===== src/logic/hotswap_off_pkg.sv =====
// Package with register map, field positions and timing for the turn-off logic.
package hotswap_off_pkg;

    // ****************************************************************
    // Register offsets.
    // ****************************************************************
    localparam logic [7:0] OFF_CONTROL_CONFIG = 8'h00;
    localparam logic [7:0] OFF_FAULT_HISTORY  = 8'h04;
    localparam logic [7:0] OFF_CURRENT_TRIM   = 8'h11;

    // ****************************************************************
    // Control register fields.
    // ****************************************************************
    localparam int CTL_UV_RETRY   = 0;
    localparam int CTL_OV_RETRY   = 1;
    localparam int CTL_OC_RETRY   = 2;
    localparam int CTL_SWITCH_CMD = 3;
    localparam int CTL_SENSE_POL  = 5;
    localparam int CTL_HIST_MASK  = 7;

    // ****************************************************************
    // Fault history fields.
    // ****************************************************************
    localparam int FH_INPUT_HIGH = 0;
    localparam int FH_INPUT_LOW  = 1;
    localparam int FH_OVERCUR    = 2;
    localparam int FH_SENSE_CHG  = 4;
    localparam int FH_DEGRADED   = 6;

    // ****************************************************************
    // Trim field and reset values.
    // ****************************************************************
    localparam int TRIM_LSB = 5;
    localparam int TRIM_MSB = 7;
    localparam logic [7:0] CONTROL_RESET = 8'h27;
    localparam logic [7:0] HISTORY_RESET = 8'h00;

    // ****************************************************************
    // Timing.
    // ****************************************************************
    localparam int CLK_MHZ          = 200;
    localparam int SUPPLY_QUAL_NS   = 2000;
    localparam int SUPPLY_QUAL_CYC  = SUPPLY_QUAL_NS * CLK_MHZ / 1000;
    localparam int COOL_CYCLES      = 256;

endpackage


===== src/logic/hotswap_turnoff_overcurrent_ctrl.sv =====
// Turn-off, circuit-breaker, cool-down and power-good control logic.
`timescale 1ns/100ps
// Function
// - A change of the connection sense to its off state starts a switch-off.
// - Writing zero to control bit 3 switches the pass transistor drive off.
// - Input high, input low, overcurrent and degraded faults stop the drive.
// - A set fault bit 0-2 or 6 whose auto-retry is off holds the drive off.
// - The power-good pin goes low once feedback reports the output low.
// - Input or internal supply low held past 2 us forces a fast shutdown.
// - Trim bits 7-5 at 0x11 select the current-limit sense threshold.
// - The trim takes its default from storage and is host writable.
// - During current limiting the delay ramps up and trips at its top.
// - If limiting ends before the top the delay ramps back down.
// - After a trip the delay falls to its bottom, then cycles 256 times.
// - Restart after cool-down needs overcurrent retry or a cleared bit.
// - Power good waits for feedback high and gate enhancement both.
// - Control bit 3 follows sense edges and host writes.
// - A sense toggle sets history bit 4 and clears others unless masked.

module hotswap_turnoff_overcurrent_ctrl
    import hotswap_off_pkg::*;
#(
    parameter int COOL_COUNT = COOL_CYCLES
)(
    input  wire logic       i_ref_clk,
    input  wire logic       i_sys_rst,
    input  wire logic [7:0] i_nv_control,
    input  wire logic [7:0] i_nv_trim,
    input  wire logic       i_reg_wr,
    input  wire logic [7:0] i_reg_addr,
    input  wire logic [7:0] i_reg_wdata,
    output logic      [7:0] o_reg_rdata,
    input  wire logic       i_conn_sense,
    input  wire logic       i_input_high_fault,
    input  wire logic       i_input_low_fault,
    input  wire logic       i_switch_degraded_fault,
    input  wire logic       i_current_limit,
    input  wire logic       i_timer_high,
    input  wire logic       i_timer_low,
    input  wire logic       i_output_feedback_input,
    input  wire logic       i_gate_enhanced,
    input  wire logic       i_supply_low,
    input  wire logic       i_internal_supply_low,
    input  wire logic       i_pg_mode,
    output logic            o_gate_on,
    output logic            o_fast_shutdown,
    output logic            o_timer_up,
    output logic            o_timer_down,
    output logic [2:0]      o_limit_select,
    output logic            o_first_general_pin_oe
);

    // ****************************************************************
    // State and registers.
    // ****************************************************************
    typedef enum logic [1:0] {ST_IDLE, ST_TRIP_FALL, ST_COOL_UP,
                              ST_COOL_DOWN} cb_state_t;

    cb_state_t   cb_q, cb_d;
    logic [7:0]  control_q, control_d;
    logic [7:0]  history_q, history_d;
    logic [7:0]  trim_q, trim_d;
    logic [8:0]  cool_q, cool_d;
    logic [9:0]  qual_q;
    logic        sense_q;
    logic        loaded_q;
    logic        pg_q, pg_d;
    logic        fast_q;

    // ****************************************************************
    // Decode.
    // ****************************************************************
    // Input thresholds are already synchronous single bits.
    wire logic sense_on   = i_conn_sense == control_q[CTL_SENSE_POL];
    wire logic sense_prev = sense_q == control_q[CTL_SENSE_POL];
    wire logic sense_tog  = loaded_q && (sense_on != sense_prev);
    wire logic wr_ctl     = i_reg_wr && i_reg_addr == OFF_CONTROL_CONFIG;
    wire logic wr_hist    = i_reg_wr && i_reg_addr == OFF_FAULT_HISTORY;
    wire logic wr_trim    = i_reg_wr && i_reg_addr == OFF_CURRENT_TRIM;
    wire logic supply_bad = i_supply_low || i_internal_supply_low;
    wire logic qual_done  = qual_q >= 10'(SUPPLY_QUAL_CYC);
    wire logic trip       = cb_q == ST_IDLE && i_current_limit &&
                            i_timer_high;
    // The last counted bottom crossing ends the cool-down.
    wire logic [8:0] cool_next = cool_q + 9'h001;
    wire logic cool_end   = cb_q == ST_COOL_DOWN && i_timer_low &&
                            cool_next >= 9'(COOL_COUNT);

    // Latched faults hold the switch off while their retry is disabled.
    wire logic hold_off =
        (history_q[FH_INPUT_HIGH] && !control_q[CTL_OV_RETRY]) ||
        (history_q[FH_INPUT_LOW]  && !control_q[CTL_UV_RETRY]) ||
        (history_q[FH_OVERCUR]    && !control_q[CTL_OC_RETRY]) ||
        (history_q[FH_DEGRADED]   && !control_q[CTL_OC_RETRY]);
    wire logic fault_now = i_input_high_fault || i_input_low_fault ||
                           i_switch_degraded_fault;

    // ****************************************************************
    // Control and history next state.
    // ****************************************************************
    // Sense edges set or clear the switch command, host writes too.
    always_comb
    begin
        control_d = control_q;
        if (wr_ctl)
            control_d = i_reg_wdata;
        if (sense_tog)
            control_d[CTL_SWITCH_CMD] = sense_on;
    end

    // Hardware-set fault bits win over a host clear in the same cycle.
    always_comb
    begin
        history_d = history_q;
        if (wr_hist)
            history_d = i_reg_wdata;
        if (sense_tog && !control_q[CTL_HIST_MASK])
            history_d = HISTORY_RESET;
        if (sense_tog)
            history_d[FH_SENSE_CHG] = 1'b1;
        if (i_input_high_fault)
            history_d[FH_INPUT_HIGH] = 1'b1;
        if (i_input_low_fault)
            history_d[FH_INPUT_LOW] = 1'b1;
        if (i_switch_degraded_fault)
            history_d[FH_DEGRADED] = 1'b1;
        if (trip)
            history_d[FH_OVERCUR] = 1'b1;
    end

    // Trim is host writable after its storage default.
    assign trim_d = wr_trim ? i_reg_wdata : trim_q;

    // ****************************************************************
    // Circuit-breaker and cool-down sequencer.
    // ****************************************************************
    always_comb
    begin
        cb_d   = cb_q;
        cool_d = cool_q;
        unique case (cb_q)
            ST_IDLE:
                if (trip)
                begin
                    cb_d   = ST_TRIP_FALL;
                    cool_d = 9'h000;
                end
            ST_TRIP_FALL:
                if (i_timer_low)
                    cb_d = ST_COOL_UP;
            ST_COOL_UP:
                if (i_timer_high)
                    cb_d = ST_COOL_DOWN;
            ST_COOL_DOWN:
                if (i_timer_low)
                begin
                    cool_d = cool_next;
                    if (cool_end)
                        cb_d = ST_IDLE;
                    else
                        cb_d = ST_COOL_UP;
                end
        endcase
    end

    // Timer drive: up while limiting in ST_IDLE or while cooling up, else down.
    assign o_timer_up   = (cb_q == ST_IDLE && i_current_limit) ||
                          cb_q == ST_COOL_UP;
    assign o_timer_down = !o_timer_up;

    // Restart only with retry on or the overcurrent bit cleared.
    wire logic cb_block = cb_q != ST_IDLE || cool_end || trip;

    // Gate drive combines command, live and latched faults.
    assign o_gate_on = control_q[CTL_SWITCH_CMD] && !fault_now &&
                       !hold_off && !cb_block && !fast_q && !trip;

    // Power good needs feedback and enhancement, drops with feedback.
    always_comb
    begin
        pg_d = pg_q;
        if (!i_output_feedback_input || !o_gate_on)
            pg_d = 1'b0;
        else if (i_gate_enhanced)
            pg_d = 1'b1;
    end

    // Open-drain pin pulls low when power is not good in that mode.
    assign o_first_general_pin_oe = i_pg_mode && !pg_q;
    assign o_fast_shutdown        = fast_q;
    assign o_limit_select         = trim_q[TRIM_MSB:TRIM_LSB];

    // Register read mux, unmapped offsets read zero.
    assign o_reg_rdata = (i_reg_addr == OFF_CONTROL_CONFIG) ? control_q :
                         (i_reg_addr == OFF_FAULT_HISTORY)  ? history_q :
                         (i_reg_addr == OFF_CURRENT_TRIM)   ? trim_q    :
                         8'h00;

    // ****************************************************************
    // Registers.
    // ****************************************************************
    // Storage defaults are loaded in the first cycle after reset.
    always_ff @(posedge i_ref_clk)
    begin
        if (i_sys_rst)
        begin
            control_q <= CONTROL_RESET;
            trim_q    <= 8'h00;
            loaded_q  <= 1'b0;
        end
        else if (!loaded_q)
        begin
            control_q <= i_nv_control;
            trim_q    <= i_nv_trim;
            loaded_q  <= 1'b1;
        end
        else
        begin
            control_q <= control_d;
            trim_q    <= trim_d;
        end
    end

    // Fault history, sequencer and power good.
    always_ff @(posedge i_ref_clk)
    begin
        if (i_sys_rst)
        begin
            history_q <= HISTORY_RESET;
            cb_q      <= ST_IDLE;
            cool_q    <= 9'h000;
            pg_q      <= 1'b0;
            sense_q   <= 1'b0;
        end
        else
        begin
            history_q <= history_d;
            cb_q      <= cb_d;
            cool_q    <= cool_d;
            pg_q      <= pg_d;
            sense_q   <= i_conn_sense;
        end
    end

    // Supply-low qualification counter and latched fast shutdown.
    always_ff @(posedge i_ref_clk)
    begin
        if (i_sys_rst)
        begin
            qual_q <= 10'h000;
            fast_q <= 1'b0;
        end
        else
        begin
            qual_q <= !supply_bad ? 10'h000 :
                      qual_done ? qual_q : qual_q + 10'h001;
            fast_q <= (supply_bad && qual_done) ||
                      (fast_q && control_q[CTL_SWITCH_CMD]);
        end
    end

endmodule // hotswap_turnoff_overcurrent_ctrl


===== config.mk =====
export PLATFORM = sky130hd
export DESIGN_NAME = hotswap_turnoff_overcurrent_ctrl
export DESIGN_NICKNAME = d
export VERILOG_FILES = /design/src/logic/hotswap_off_pkg.sv /design/src/logic/hotswap_turnoff_overcurrent_ctrl.sv
export SDC_FILE = /design/constraint.sdc
export NUM_CORES = 1
export LEC_CHECK = 0
export BUFFER_PORTS_ARGS = -buffer_cell sky130_fd_sc_hd__buf_2
export CAP_MARGIN = 20
export CORE_MARGIN = 2
export CORE_UTILIZATION = 53
export CTS_BUF_LIST = sky130_fd_sc_hd__clkbuf_8 sky130_fd_sc_hd__clkbuf_16
export DETAILED_ROUTE_END_ITERATION = 8
export PLACE_DENSITY_LB_ADDON = 0.25
export SYNTH_ARGS = -nofsm -noshare
export SYNTH_HDL_FRONTEND = slang
export SYNTH_SLANG_ARGS = --single-unit

===== constraint.sdc =====
create_clock -name i_ref_clk -period 2.7 [get_ports i_ref_clk]
set_input_delay 0.54 -clock i_ref_clk [delete_from_list [all_inputs] [get_ports i_ref_clk]]
set_output_delay 0.54 -clock i_ref_clk [all_outputs]
set_load 0.02 [all_outputs]

Word level (Yosys, flattened, before mapping)
Index checks and enable logic that the tools add are counted.
W data, S select, Z words.
- reduce and logical (&&, ||, !) cells: 59
- equal/unequal tests: 15
- mux-type cells: 25
- order comparisons: 2
- $add $sub $neg: 2
- bitwise logic cells: 1
- operator list (operator ; count):
    $mux W8 ; 7
    $logic_and A1 B1 Y1 ; 21
    $mux W9 ; 2
    $pmux W9 S2 ; 1
    $reduce_bool A3 Y1 ; 5
    $mux W7 ; 2
    $logic_not A1 Y1 ; 13
    $logic_or A1 B1 Y1 ; 11
    $add A10 B1 Y10 const B ; 1
    $ge A10 B9 Y1 const B ; 1
    $mux W2 ; 5
    $add A9 B1 Y9 const B ; 1
    $ge A9 B9 Y1 const B ; 1
    $eq A8 B3 Y1 const B ; 1
    $eq A8 B5 Y1 const B ; 1
    $logic_not A8 Y1 ; 1
    $ne A2 B2 Y1 const B ; 4
    $pmux W2 S4 ; 1
    $mux W1 ; 7
    $reduce_or A2 Y1 ; 3
    $eq A2 B2 Y1 const B ; 2
    $ne A2 B1 Y1 const B ; 2
    $reduce_and A4 Y1 ; 1
    $reduce_bool A2 Y1 ; 2
    7 further kinds ; 8
- bits in registers: 49
- input bits: 47
- word-level logic and storage cells: 120
- output and inout port bits: 16

Logic depth before layout (Yosys ltp)
Gate-level depths: netlist of run 1.
- depth after elaboration: 13
- mapped depth: 6
- gate-level depth less buffers: 5

Worst setup path before layout of run 1
No wires, ideal clock.
- path type: input to output
- from: input port i_reg_addr[5]
- to: output port o_reg_rdata[2]
- buffers on the path: 0
- arrival: 1795 ps
- stages on the path: 4
- setup slack: 365 ps
- data required time: 2160 ps
- cells stage by stage: or3_4 -> nor4_2 -> a222oi_1 -> inv_1
- longest elaborated chain between the ends: 4
- elaborated cells on any way between the ends: 6
- those cells by class: eq/ne (2); mux (3); reduce/logical (1)
- RTL lines (element ; line ; text):
    start: declaration ; hotswap_turnoff_overcurrent_ctrl.sv:30 ; input wire logic [7:0] i_reg_addr,
    $eq A8 B5 Y1 ; hotswap_turnoff_overcurrent_ctrl.sv:196 ; (i_reg_addr == OFF_CURRENT_TRIM) ? trim_q :
    $mux W8 ; hotswap_turnoff_overcurrent_ctrl.sv:196 ;
    $mux W8 ; hotswap_turnoff_overcurrent_ctrl.sv:195 ; (i_reg_addr == OFF_FAULT_HISTORY) ? history_q :
    $mux W8 * ; hotswap_turnoff_overcurrent_ctrl.sv:194 ; assign o_reg_rdata = (i_reg_addr == OFF_CONTROL_CONFIG) ? control_q :
    end: declaration ; hotswap_turnoff_overcurrent_ctrl.sv:32 ; output logic [7:0] o_reg_rdata,
Mark *: on every way between the ends. The rest lies on a longest branch, timed or not.

Worst setup path in the final report of run 1
Ends and elaborated chain as after synthesis.

==> out/metrics.csv, run 1 <==
stage;metric;value;unit
die;ioPinCount;63;
synthesis;synth_edf_count;0;
pwr;power_density;480;nW/um^2
die;fp.dieH;72.9;um
routing;wl_met1;2.69;mm
clocking;cts_root_buf;clkbuf_8;
clocking;h-tree-depth;2;
routing;num_vias;2370;
critical_path;end_kind;primary output;
sta;finalSetupViolCount;0;
global_route;grt_max_degree;33;
clocking;cts_buffers;5;
place;place_congestion;0.911;
place;place_inst;401;
cells_and_area;fillers;415;
critical_path;critical_path.startpoint_type;input pin;
place;dp_hpwl;4.35;mm
outcome;status;complete, no violations;
critical_path;arrival;1.87;ns
routing;routed.top_layer;met4;
synthesis;postSynthCellCount;291;
cells_and_area;drive_gt1_frac;0.265;
routing;drt_iter0_drc;153;
synthesis;ys_types;51;
routing;finalWirelength;5.96;mm
sta;finalMaxSlewViolations;0;
die;rows;25;
clocking;clock_latency;0.29;ns
synthesis;yosysWarnings;0;
global_route;grt_use_total;0.227;
clocking;cts_tree;yes;
synthesis;ys_seq_area_frac;0.390;
routing;routedWlPerCell;14.6;um
cells_and_area;n_antenna_cell;0;
routing;drt-vias-per-instance;5.79;
clocking;cts_buffer_depth;2;
sta;rsz0062_at_grt;no;
sta;hold_violations;0;
routing;final_antenna_net_count;0;
pwr;ir_drop;0.000306;V
critical_path;cp_slowest_cell;or3_4;
sta;fin_crit_sh;0.892;
routing;dr_wl_met2;2.80;mm
clocking;postCtsSetupBuffers;0;
critical_path;cp_max_fo;8;
routing;drtPass1Iterations;5;
die;initial_utilization;0.540;
sta;slew_headroom;0.644;
clocking;post_cts_resized;0;
critical_path;cp_num_buf_inv;4;
critical_path;path_class;in -> out;
min_path;hp-class;in -> reg;
sta;tns;0;ns
synthesis;syn_nets;341;
sta;worst_pin_slew;0.531;ns
clocking;cts_hold_buf;0;
clocking;cts.sinks;49;
critical_path;cp.required;2.16;ns
synthesis;avgSynthCellArea;8.65;sq um
sta;timing.final.ws_setup;0.293;ns
clocking;path_clk_slew;0.08;ns
critical_path;cp_common_cell;buf_2;
routing;route.detailed.drc;0;
sta;fmax;415;MHz
run;maxCapViolCount;0;
sta;skew;0.00630;ns
sta;fin_hold_ws;0.491;ns
synthesis;async_reset_ff_frac;0;
synthesis;syn_area;2520;sq um
synthesis;ys_ff_latch;49;
synthesis;synth_flop_cell;dfxtp_1;
place;dpl_worst_slack;0.302;ns
critical_path;critPathTopFamily;simple AND/OR/NAND/NOR gates;
routing;met3_length;414;um
critical_path;crit_path_cell_trace;buf_2 -> or3_4 -> nor4_2 -> buf_4 -> a222oi_1 -> inv_1 -> buf_2;
global_route;grt_pass1_vias;2085;
die;core_area;4660;sq um
global_route;grt_pass1_wl;9.54;mm
global_route;grt_remaining_overflow;0;
critical_path;crit_path_max_incr_delay;0.42;ns
cells_and_area;syn2layout_area_growth;18.2;%
global_route;antenna_found_initial;0;
die;die-area;5310;sq um
die;die_w;72.9;um
place;portBuffers;62;
cells_and_area;nNetsFinal;404;
pwr;p_leak;1.35;nW
cells_and_area;fin_cells;409;
sta;period_minus_slack;2.41;ns
-- stage by stage --
stage	cell area (sq um)	power, mW	utilization
2_1_floorplan	2520	0.908	-
6_report	2970	1.43	0.638
5_1_grt	2970	1.48	0.638
3_5_place_dp	2870	0.981	0.616
3_3_place_gp	2870	0.976	0.616
4_1_cts	2970	1.44	0.638
-- tightest hold or removal path: stages --
cell,delay [ns]
buf_2,0.09
a21oi_1,0.05
nor2_1,0.07
-- cells in the mapped netlist, drive strengths merged (2+ instances only) --
library cell / number / area share
dfxtp: 49 / 0.39
and3: 2 / 0.0050
nand2b: 2 / 0.0050
a222oi: 4 / 0.016
nand2: 26 / 0.039
or2: 2 / 0.0050
a41oi: 4 / 0.014
a311oi: 2 / 0.0070
nor3b: 3 / 0.0090
xnor2: 7 / 0.024
mux2i: 13 / 0.052
a211oi: 12 / 0.042
nor4: 5 / 0.020
nor3: 9 / 0.018
ha: 3 / 0.015
a31oi: 5 / 0.012
xor2: 6 / 0.021
nor2b: 5 / 0.012
a22oi: 4 / 0.012
o2111a: 2 / 0.0090
a21oi: 8 / 0.016
a221oi: 4 / 0.014
o21ai: 3 / 0.0060
nor2: 38 / 0.060
clkbuf: 9 / 0.013
and4: 2 / 0.0070
or3: 3 / 0.0094
nand3: 14 / 0.030
nand4: 6 / 0.015
inv: 21 / 0.031
buf: 5 / 0.019
-- flip-flops by register name (all words and copies together) (netlist names), 2 cells and up --
name	cells
qual_q	10
cool_q	9
control_q	8
history_q	8
trim_q	8
cb_q	2
-- cell type report --
cell class | count | area [sq um] | area share
Clock buffer | 7 | 96.3 | 0.0324
Clock inverter | 1 | 5.00 | 0.00168
Inverter | 21 | 78.8 | 0.0265
Multi-Input combinational cell | 207 | 1370 | 0.462
Sequential cell | 49 | 981 | 0.330
Tap cell | 54 | 67.6 | 0.0227
Timing Repair Buffer | 70 | 370 | 0.125
-- path summary, 6_finish.rpt --
path / from / to / slack, ns / cells past startpoint
setup / recovery: i_reg_addr[5] / o_reg_rdata[2] / 0.29 / 7
hold / removal: i_timer_high / cb_q[0] / 0.49 / 3
setup reg to reg: loaded_q / trim_q[4] / 1.02 / 4
hold reg to reg: history_q[6] / history_q[6] / 0.50 / 2
-- power by group --
| part | leakage (nW) | switching (mW) | internal [mW] |
|---|---|---|---|
| Combinational | 0.896 | 0.104 | 0.0804 |
| Sequential | 0.401 | 0.0277 | 0.752 |
| Clock | 0.0542 | 0.231 | 0.232 |
| Total | 1.35 | 0.362 | 1.06 |
-- routing by layer --
layer / up-vias / global-route usage
li1: 1180 / -
met1: 1097 / 0.311
met2: 89 / 0.366
met3: 4 / 0.0428
met4: 0 / 0.0658
met5: - / 0
-- placed cells by master, fill, tap and decap left out, types with 6 or more instances in the layout --
| master | instances |
|---|---|
| nor3_1 | 9 |
| a211oi_1 | 9 |
| buf_2 | 62 |
| inv_1 | 21 |
| nand4_1 | 6 |
| nor2_1 | 35 |
| mux2i_1 | 13 |
| dfxtp_1 | 49 |
| xor2_1 | 6 |
| nand3_1 | 13 |
| buf_4 | 8 |
| nand2_1 | 26 |
| xnor2_1 | 7 |
| clkbuf_8 | 7 |
| a21oi_1 | 8 |
-- logic make-up (layout without fill, tap and decap cells) --
logic type,Yosys count,in the layout,share of synthesized area
buf+inv,35,99,0.0641
fa+ha+maj,3,3,0.0149
simple gates,121,121,0.255
flops,49,49,0.390
xor+xnor,13,13,0.0453
mux,13,13,0.0517
compound gates,57,57,0.180
(Power assumes the default switching activity.)
==> run 2, diff against run 1 <==
- CORE_UTILIZATION: 53 -> 55
- CTS_BUF_LIST: sky130_fd_sc_hd__clkbuf_8 sky130_fd_sc_hd__clkbuf_16 -> sky130_fd_sc_hd__clkbuf_8
==> out/metrics.csv, run 2 (synthesized netlist as in run 1, its figures left out) <==
stage;metric;value;unit;change
routing;drtPass1Iterations;5;;unchanged
routing;routed.top_layer;met4;;unchanged
routing;route.detailed.drc;0;;unchanged
clocking;path_clk_slew;0.09;ns;was 0.08 ns
place;portBuffers;62;;unchanged
sta;slew_headroom;0.622;;was 0.644
cells_and_area;n_antenna_cell;0;;unchanged
die;fp.dieH;71.6;um;was 72.9 um
routing;drt-vias-per-instance;5.87;;was 5.79
pwr;ir_drop;0.000293;V;was 0.000306 V
sta;period_minus_slack;2.43;ns;was 2.41 ns
clocking;post_cts_resized;0;;unchanged
routing;met3_length;424;um;was 414 um
clocking;cts_hold_buf;0;;unchanged
place;dp_hpwl;4.53;mm;was 4.35 mm
pwr;power.total;1.38;mW;was 1.43 mW
global_route;grt_use_total;0.254;;was 0.227
sta;hold_violations;0;;unchanged
cells_and_area;largest-register;qual_q;;unchanged
sta;rsz0062_at_grt;no;;unchanged
pwr;p_leak;1.36;nW;was 1.35 nW
global_route;antenna_found_initial;0;;unchanged
clocking;h-tree-depth;2;;unchanged
clocking;cts_tree;yes;;unchanged
critical_path;cp.required;2.16;ns;about the same
routing;drt_iter0_drc;192;;was 153
run;maxCapViolCount;0;;unchanged
routing;dr_wl_met2;3.07;mm;was 2.80 mm
critical_path;cp_max_fo;8;;unchanged
routing;routedWlPerCell;15.2;um;was 14.6 um
critical_path;cp_num_buf_inv;4;;unchanged
die;ioPinCount;63;;unchanged
sta;finalMaxSlewViolations;0;;unchanged
cells_and_area;largest_reg_flops;10;;unchanged
critical_path;crit_path_cell_trace;buf_2 -> or3_4 -> nor4_2 -> buf_4 -> a222oi_1 -> inv_1 -> buf_2;;unchanged
global_route;grt_pass1_wl;10.3;mm;was 9.54 mm
sta;fin_crit_sh;0.900;;was 0.892
critical_path;path_class;in -> out;;unchanged
cells_and_area;fin_cells;409;;unchanged
die;rows;24;;was 25
critical_path;critical_path.startpoint_type;input pin;;unchanged
min_path;hp-class;in -> reg;;unchanged
cells_and_area;nNetsFinal;406;;was 404
clocking;cts.sinks;49;;unchanged
global_route;grt_max_degree;33;;unchanged
die;die_w;71.6;um;was 72.9 um
routing;finalWirelength;6.24;mm;was 5.96 mm
die;core_area;4380;sq um;was 4660 sq um
critical_path;arrival;1.89;ns;was 1.87 ns
cells_and_area;syn2layout_area_growth;17.9;%;was 18.2%
global_route;grt_pass1_vias;2272;;was 2085
place;place_inst;401;;unchanged
pwr;power_density;465;nW/um^2;was 480 nW/um^2
clocking;clock_latency;0.30;ns;was 0.29 ns
sta;worst_pin_slew;0.565;ns;was 0.531 ns
global_route;grt_remaining_overflow;0;;unchanged
cells_and_area;mostFrequentLayoutCell;buf_2;;unchanged
routing;num_vias;2402;;was 2370
sta;timing.final.ws_setup;0.270;ns;was 0.293 ns
place;dpl_worst_slack;0.267;ns;was 0.302 ns
cells_and_area;layout_common_cells;buf_2, dfxtp_1, nor2_1;;unchanged
clocking;cts_buffers;5;;unchanged
critical_path;end_kind;primary output;;unchanged
clocking;cts_buffer_depth;2;;unchanged
place;place_congestion;0.882;;was 0.911
cells_and_area;top_regs;qual_q (10), cool_q (9);;unchanged
routing;final_antenna_net_count;0;;unchanged
place;place_area;2880;sq um;was 2870 sq um
critical_path;critPathTopFamily;simple AND/OR/NAND/NOR gates;;unchanged
die;die-area;5130;sq um;was 5310 sq um
cells_and_area;drive_gt1_frac;0.266;;was 0.265
clocking;postCtsSetupBuffers;0;;unchanged
cells_and_area;final_area;2970;sq um;about the same
die;initial_utilization;0.574;;was 0.540
routing;wl_met1;2.69;mm;about the same
sta;fmax;412;MHz;was 415 MHz
sta;tns;0;ns;unchanged
critical_path;crit_path_max_incr_delay;0.42;ns;about the same
outcome;status;complete, no violations;;unchanged
sta;finalSetupViolCount;0;;unchanged
critical_path;cp_common_cell;buf_2;;unchanged
critical_path;cp_slowest_cell;or3_4;;unchanged
clocking;cts_root_buf;clkbuf_8;;unchanged
sta;skew;0.0104;ns;was 0.00630 ns
[run 2: per-stage QoR]
step,util,hold WS [ns]
after detailed placement,0.658,0.483
after global placement,0.658,0.478
after floorplan,-,0.455
after CTS,0.677,0.467
after global routing,0.677,0.483
final,0.677,0.475
[run 2: power by group]
part	internal, mW	switching, mW
Clock	0.176	0.235
Combinational	0.0819	0.107
Sequential	0.752	0.0283
[run 2: worst min-delay path: cells and delay by family]
| kind | cells | cell delay (ns) |
|---|---|---|
| and+or+nand+nor | 1 | 0.07 |
| buffers and inverters | 1 | 0.09 |
| AOI/OAI and AO/OA | 1 | 0.05 |
[run 2: area by class of cell]
type	instances	area (sq um)
Timing Repair Buffer	72	385
Clock buffer	5	68.8
Inverter	21	78.8
Fill cell	395	1420
Clock inverter	3	13.8
Tap cell	52	65.1
Multi-Input combinational cell	207	1370
Sequential cell	49	981
[run 2: per-layer routing]
| layer | track usage | vias to the layer above |
|---|---|---|
| met1 | 0.316 | 1112 |
| li1 | - | 1188 |
| met3 | 0.0450 | 5 |
| met4 | 0.0671 | 0 |
| met2 | 0.454 | 97 |
| met5 | 0 | - |
[run 2: final timing paths]
check	start	to	slack [ns]	cells after the start
max reg2reg	loaded_q	trim_q[3]	0.98	4
min	i_timer_high	cb_q[0]	0.47	3
max	i_reg_addr[5]	o_reg_rdata[2]	0.27	7
min reg2reg	control_q[4]	control_q[4]	0.50	2
